===== src/rtl/nvf_pkg.sv =====
// Purpose: constants shared by the memory controller event flag block
// Assumes: one clock, plain register port with byte-address words
// Notes:   offsets are word aligned byte addresses
package nvf_pkg;
  // ****************************************
  // register map
  // ****************************************
  localparam logic [7:0] FLAGS_OFS    = 8'h00;  // event flag register
  localparam logic [7:0] ECC_INFO_OFS = 8'h04;  // ecc error info register
  // ****************************************
  // field positions
  // ****************************************
  localparam int DONE_BIT  = 0;  // command done
  localparam int ADDR_BIT  = 1;  // address error
  localparam int PROG_BIT  = 2;  // programming error
  localparam int LOCK_BIT  = 3;  // lock error
  localparam int ECCS_BIT  = 4;  // ecc single error
  localparam int ECCD_BIT  = 5;  // ecc dual error
  localparam int MEM_BIT   = 6;  // memory error
  localparam int FLAG_W    = 8;  // flag register width
  // write-one-to-clear mask: done, addr, prog, lock, mem
  localparam logic [7:0] W1C_MASK   = 8'h4F;
  // read-to-clear mask: both ecc flags
  localparam logic [7:0] R2C_MASK   = 8'h30;
  localparam logic [7:0] FLAGS_RST  = 8'h00;  // reset value of flags
  localparam logic [31:0] ADDR_RST  = 32'h0000_0000;  // reset of ecc address
endpackage


===== src/rtl/nvf_event_flags.sv =====
// Purpose: sticky status flags of a non-volatile memory controller
// Assumes: event inputs are synchronous one-cycle pulses
// Notes:   flags at offset 0, ecc info at offset 4; ecc read clears ecc flags
//
// Overview of operation
// - command done sets bit 0, write-one clears
// - address error sets bit 1, write-one clears
// - programming error sets bit 2, write-one clears
// - lock error sets bit 3, write-one clears
// - single ecc error sets bit 4
// - dual ecc error sets bit 5
// - memory error sets bit 6, write-one clears
// - ecc info read clears both ecc flags
// - writing one clears done/addr/prog/lock/mem flags
//
// The implementer's own choices: the strobed register port and the register addresses.
`timescale 1ns/1ns
module nvf_event_flags #(
  parameter int ADDR_W = 8,   // register address width
  parameter int ECCA_W = 24   // width of captured ecc address
) (
  input  wire logic              sys_clk,     // 250 MHz system clock
  input  wire logic              nrst,        // async reset, active low
  input  wire logic [ADDR_W-1:0] reg_addr,    // register byte address
  input  wire logic [31:0]       reg_wdata,   // register write data
  input  wire logic              reg_wr,      // write strobe
  input  wire logic              reg_rd,      // read strobe
  output logic      [31:0]       reg_rdata,   // read data, cycle after strobe
  input  wire logic              cmd_done,    // command finished pulse
  input  wire logic              addr_err,    // address error pulse
  input  wire logic              prog_err,    // programming error pulse
  input  wire logic              lock_err,    // lock error pulse
  input  wire logic              ecc_single,  // single-bit ecc error pulse
  input  wire logic              ecc_dual,    // double-bit ecc error pulse
  input  wire logic [ECCA_W-1:0] ecc_addr,    // address of ecc error
  input  wire logic              mem_err,     // memory error pulse
  output logic      [7:0]        event_flags  // live flag vector
);
  // ****************************************
  // elaboration checks
  // ****************************************
  if (ADDR_W < 3 || ADDR_W > 8) begin : g_chk_addr
    $error("ADDR_W must be 3..8");
  end
  if (ECCA_W < 1 || ECCA_W > 31) begin : g_chk_ecca
    $error("ECCA_W must be 1..31");
  end

  // ****************************************
  // decode
  // ****************************************
  // address match, used for both flag and info register
  function automatic logic hit(input logic [ADDR_W-1:0] a, input logic [7:0] ofs);
    hit = (a == ofs[ADDR_W-1:0]);
  endfunction

  logic       wr_flags;   // write to flag register
  logic       rd_info;    // read of ecc info register
  logic [7:0] set_vec;    // per-bit set pulses
  logic [7:0] clr_vec;    // per-bit clear strobes

  assign wr_flags = reg_wr && hit(reg_addr, nvf_pkg::FLAGS_OFS);
  assign rd_info  = reg_rd && hit(reg_addr, nvf_pkg::ECC_INFO_OFS);

  // event pulses by bit position
  always_comb begin
    set_vec = 8'h00;
    set_vec[nvf_pkg::DONE_BIT] = cmd_done;
    set_vec[nvf_pkg::ADDR_BIT] = addr_err;
    set_vec[nvf_pkg::PROG_BIT] = prog_err;
    set_vec[nvf_pkg::LOCK_BIT] = lock_err;
    set_vec[nvf_pkg::ECCS_BIT] = ecc_single;
    set_vec[nvf_pkg::ECCD_BIT] = ecc_dual;
    set_vec[nvf_pkg::MEM_BIT]  = mem_err;
  end

  // clear: ones written to w1c bits, zeros ignored; ecc bits by info read
  always_comb begin
    clr_vec = wr_flags ? (reg_wdata[7:0] & nvf_pkg::W1C_MASK) : 8'h00;
    if (rd_info) begin
      clr_vec = clr_vec | nvf_pkg::R2C_MASK;
    end
  end

  // ****************************************
  // flag bits
  // ****************************************
  // bit 7 stays reserved and reads zero
  for (genvar i = 0; i < 7; i++) begin : g_flag
    nvf_flag_bit u_bit (
      .sys_clk (sys_clk),
      .nrst    (nrst),
      .set_evt (set_vec[i]),
      .clr     (clr_vec[i]),
      .flag    (event_flags[i])
    );
  end
  assign event_flags[7] = 1'b0;

  // ****************************************
  // ecc info capture
  // ****************************************
  logic [ECCA_W-1:0] ecc_addr_q;  // last ecc error address
  logic              ecc_dual_q;  // last ecc error was dual
  // latest error wins; info kept until overwritten
  always_ff @(posedge sys_clk or negedge nrst) begin
    if (!nrst) begin
      ecc_addr_q <= nvf_pkg::ADDR_RST[ECCA_W-1:0];
      ecc_dual_q <= 1'b0;
    end else if (ecc_single || ecc_dual) begin
      ecc_addr_q <= ecc_addr;
      ecc_dual_q <= ecc_dual;
    end
  end

  // ****************************************
  // read data
  // ****************************************
  // unmapped addresses read zero
  always_ff @(posedge sys_clk or negedge nrst) begin
    if (!nrst) begin
      reg_rdata <= 32'h0000_0000;
    end else if (reg_rd) begin
      if (hit(reg_addr, nvf_pkg::FLAGS_OFS)) begin
        reg_rdata <= {24'h00_0000, event_flags};
      end else if (hit(reg_addr, nvf_pkg::ECC_INFO_OFS)) begin
        reg_rdata <= {ecc_dual_q, {(31-ECCA_W){1'b0}}, ecc_addr_q};
      end else begin
        reg_rdata <= 32'h0000_0000;
      end
    end else begin
      reg_rdata <= 32'h0000_0000;
    end
  end
endmodule


===== src/rtl/nvf_flag_bit.sv =====
// Purpose: one sticky event flag with set priority over clear
// Assumes: set and clear are single-cycle strobes
// Notes:   used once per flag bit by the main block
`timescale 1ns/1ns
module nvf_flag_bit (
  input  wire logic sys_clk,  // system clock
  input  wire logic nrst,     // async reset, active low
  input  wire logic set_evt,  // event pulse
  input  wire logic clr,      // clear strobe
  output logic      flag      // sticky flag
);
  // ****************************************
  // flag storage
  // ****************************************
  // set wins so an event coincident with a clear is never lost
  always_ff @(posedge sys_clk or negedge nrst) begin
    if (!nrst) begin
      flag <= 1'b0;
    end else if (set_evt) begin
      flag <= 1'b1;
    end else if (clr) begin
      flag <= 1'b0;
    end
  end
endmodule


===== config.mk =====
export PLATFORM = sky130hd
export DESIGN_NAME = nvf_event_flags
export DESIGN_NICKNAME = d
export VERILOG_FILES = /design/src/rtl/nvf_pkg.sv /design/src/rtl/nvf_event_flags.sv /design/src/rtl/nvf_flag_bit.sv
export SDC_FILE = /design/constraint.sdc
export NUM_CORES = 1
export LEC_CHECK = 0
export BUFFER_PORTS_ARGS = -buffer_cell sky130_fd_sc_hd__buf_2
export CAP_MARGIN = 40
export CORE_UTILIZATION = 51
export CTS_BUF_LIST = sky130_fd_sc_hd__clkbuf_4 sky130_fd_sc_hd__clkbuf_8
export CTS_CLUSTER_SIZE = 24
export DETAILED_ROUTE_END_ITERATION = 12
export PLACE_DENSITY_LB_ADDON = 0.25
export SYNTH_ARGS = -nofsm -noshare
export SYNTH_HDL_FRONTEND = slang
export SYNTH_HIERARCHICAL = 1
export SYNTH_SLANG_ARGS = --single-unit

===== constraint.sdc =====
create_clock -name sys_clk -period 1.55 [get_ports sys_clk]
set_clock_uncertainty 0.2 [all_clocks]
set_input_delay 0.0775 -clock sys_clk [delete_from_list [all_inputs] [get_ports sys_clk]]
set_output_delay 0.0775 -clock sys_clk [all_outputs]
set_load 0.01 [all_outputs]

==> results.json <==
{
  "status": "finished with violations",
  "violations": "hold timing",
  "r2r_slack_ns": 0.57,
  "synth.distinct_cells": 22,
  "fillers": 307,
  "utilization": 0.769,
  "vdd_drop_max_uv": 735,
  "drtPass1Iterations": 4,
  "num_vias": 1854,
  "fp.dieH_um": 69.9,
  "cts.clk_slew.worst_paths_ns": 0.06,
  "synth_warnings": 6,
  "crit_type": "in2reg",
  "cts_buffers": 9,
  "hold_viol": 8,
  "fin_setup_tns_ns": 0,
  "coreArea_mm2": 0.00438,
  "via_per_inst": 5.04,
  "diodes": 0,
  "clock_path_buffers": 2,
  "multi_input_area_um2": 777,
  "htree_levels": 3,
  "die-area_mm2": 0.00488,
  "holdPathStages": 3,
  "hold_buffers": 38,
  "synthCells": 187,
  "synthArstFlopShare": 1.00,
  "synth-seq-cells": 57,
  "reg2reg_from": "ecc_addr_q[8]$_DFFE_PN0P_",
  "drive_above_1_share": 0.440,
  "maxSlewViolCount": 0,
  "nets": 386,
  "cts.sinks": 57,
  "dp.final_hpwl_mm": 3.23,
  "wl_per_cell_um": 14.8,
  "grt_pass1_wl_mm": 9.03,
  "start_util": 0.536,
  "cts_tree": "built",
  "post-route-min-period_ns": 1.48,
  "fin_hold_ws_ns": -0.0500,
  "regArea_mm2": 0.00143,
  "cp_max_fo": 19,
  "critPathLaunchType": "input port",
  "first_iter_violations": 130,
  "critPathArrivalTime_ns": 1.48,
  "dominantRegCellSynth": "dfrtp_1",
  "clk-insertion-delay-late_ns": 0.33,
  "totalWireLength_mm": 5.43,
  "syn_area_mm2": 0.00235,
  "fin_crit_sh": 0.952,
  "num_rows": 24,
  "overflow": 0,
  "grt_usage": 0.246,
  "end_kind": "flop",
  "port-buffer-count": 79,
  "yosysSeqAreaShare": 0.607,
  "grt_max_degree": 58,
  "antenna_found_initial": 0,
  "fmax_ghz": 0.678,
  "r2r-end": "ecc_addr_q[8]$_DFFE_PN0P_",
  "worstHoldEndpoint": "reg_rdata[5]$_DFF_PN0_",
  "area_growth_pct": 43.5,
  "die_width_um": 69.9,
  "critical_path_required_ns": 1.56,
  "ys_top_cells_by_area": "dfrtp_1, mux2_2, nor3_1",
  "power_density_mw_per_mm2": 942,
  "hold_start": "reg_addr[3]",
  "reg2reg_depth": 1,
  "ios": 115,
  "root_buffer": "clkbuf_8",
  "synth_top_area_frac": 0.607,
  "postSynthAreaPerCell_um2": 12.6,
  "hold_path_class": "in2reg",
  "drv_cap": 0,
  "synth_common_cells": "dfrtp_1, nor3_1, mux2_2, nand3_1, buf_4",
  "gp_congestion": 0.727,
  "ant_nets": 0,
  "grt_pass1_vias": 1937,
  "synth_edf_count": 0,
  "setup_violations": 0,
  "p_leak_nw": 1.60,
  "post-synth-top-area-cell": "dfrtp_1",
  "route.detailed.drc": 0,
  "yosysMostFrequentCell": "dfrtp_1",
  "rsz0062_at_grt": "false"
}
-- worst max-delay path, cell delays in order --
cell           delay (ns)
dlygate4sd3_1        0.54
buf_2                0.15
nor2_2               0.18
buf_12               0.19
mux2_2               0.35
-- placed cells by master, fill, tap and decap left out --
master,synthesis,layout
nor3_2,0,1
or4b_2,1,1
or4_4,1,1
buf_2,2,79
buf_4,9,10
mux2_2,24,24
a21o_1,8,8
nor3_1,26,25
clkbuf_4,0,2
mux2i_1,7,7
clkbuf_8,0,11
clkinv_2,0,3
buf_12,0,2
nor4_2,3,3
nand2_1,6,6
inv_1,8,8
dfrtp_1,57,57
or3_1,1,1
nand3_1,18,18
nor4_1,1,1
nor4_4,1,1
dlygate4sd3_1,0,38
nor2_2,0,1
conb_1,1,8
-- worst max path at each step --
stage	startpoint	end	slack (ns)	cells past startpoint
6_report	ecc_dual	ecc_addr_q[23]$_DFFE_PN0P_	0.07	5
3_3_place_gp	reg_addr[5]	g_flag[5].u_bit/flag$_DFFE_PN0P_	-0.05	6
5_1_grt	ecc_dual	ecc_addr_q[7]$_DFFE_PN0P_	0.04	5
4_1_cts	ecc_dual	ecc_addr_q[23]$_DFFE_PN0P_	0.07	5
3_5_place_dp	reg_addr[5]	reg_rdata[7]$_DFF_PN0_	-0.07	5
2_1_floorplan	reg_addr[5]	g_flag[4].u_bit/flag$_DFFE_PN0P_	0.01	6
-- routing by layer --
metal,vias to the layer above,GRT usage,share of wire
met5,-,0,0
met4,0,0.113,0.019
met3,10,0.0606,0.048
met2,56,0.413,0.51
met1,910,0.298,0.42
li1,878,-,-
-- report_power, final --
part | switching [mW] | internal [mW]
Clock | 0.556 | 0.695
Combinational | 0.156 | 0.198
Sequential | 0.0274 | 1.54
-- metrics by stage --
stage | std cells | worst slack (ns) | instance area (µm²) | hold WS [ns] | total power [mW]
after detailed placement | 314 | -0.0732 | 2810 | -0.102 | 1.88
after global routing | 368 | 0.0409 | 3370 | -0.0358 | 3.31
after CTS | 368 | 0.0711 | 3370 | -0.0556 | 3.19
final | 368 | 0.0742 | 3370 | -0.0500 | 3.18
after floorplan | 194 | 0.0104 | 2380 | -0.418 | 1.75
after global placement | 314 | -0.0461 | 2810 | -0.0993 | 1.87
-- cell families after synthesis --
kind of cell,synth area share
AOI/OAI and AO/OA,0.0256
buffers and inverters,0.0762
DFF,0.607
muxes,0.145
other,0.00160
and+or+nand+nor,0.144
-- cell type report --
class / count / area share
Tap cell: 52 / 0.0193
Multi-Input combinational cell: 106 / 0.231
Clock buffer: 13 / 0.0494
Sequential cell: 57 / 0.423
Timing Repair Buffer: 129 / 0.264
Inverter: 8 / 0.00891
Clock inverter: 3 / 0.00445
-- sequential cells by signal (all words and copies together), names as in the netlist --
signal,flops
reg_rdata,25
g_flag.u_bit/flag,7
ecc_addr_q,24
ecc_dual_q,1
-- repair_timing --
item | in CTS | in global routing
resized for setup | 0 | 0
endpoints found under the hold margin | 96 | 8
setup buffers | 0 | 0
No activity file was read; power rests on OpenSTA's default activity.
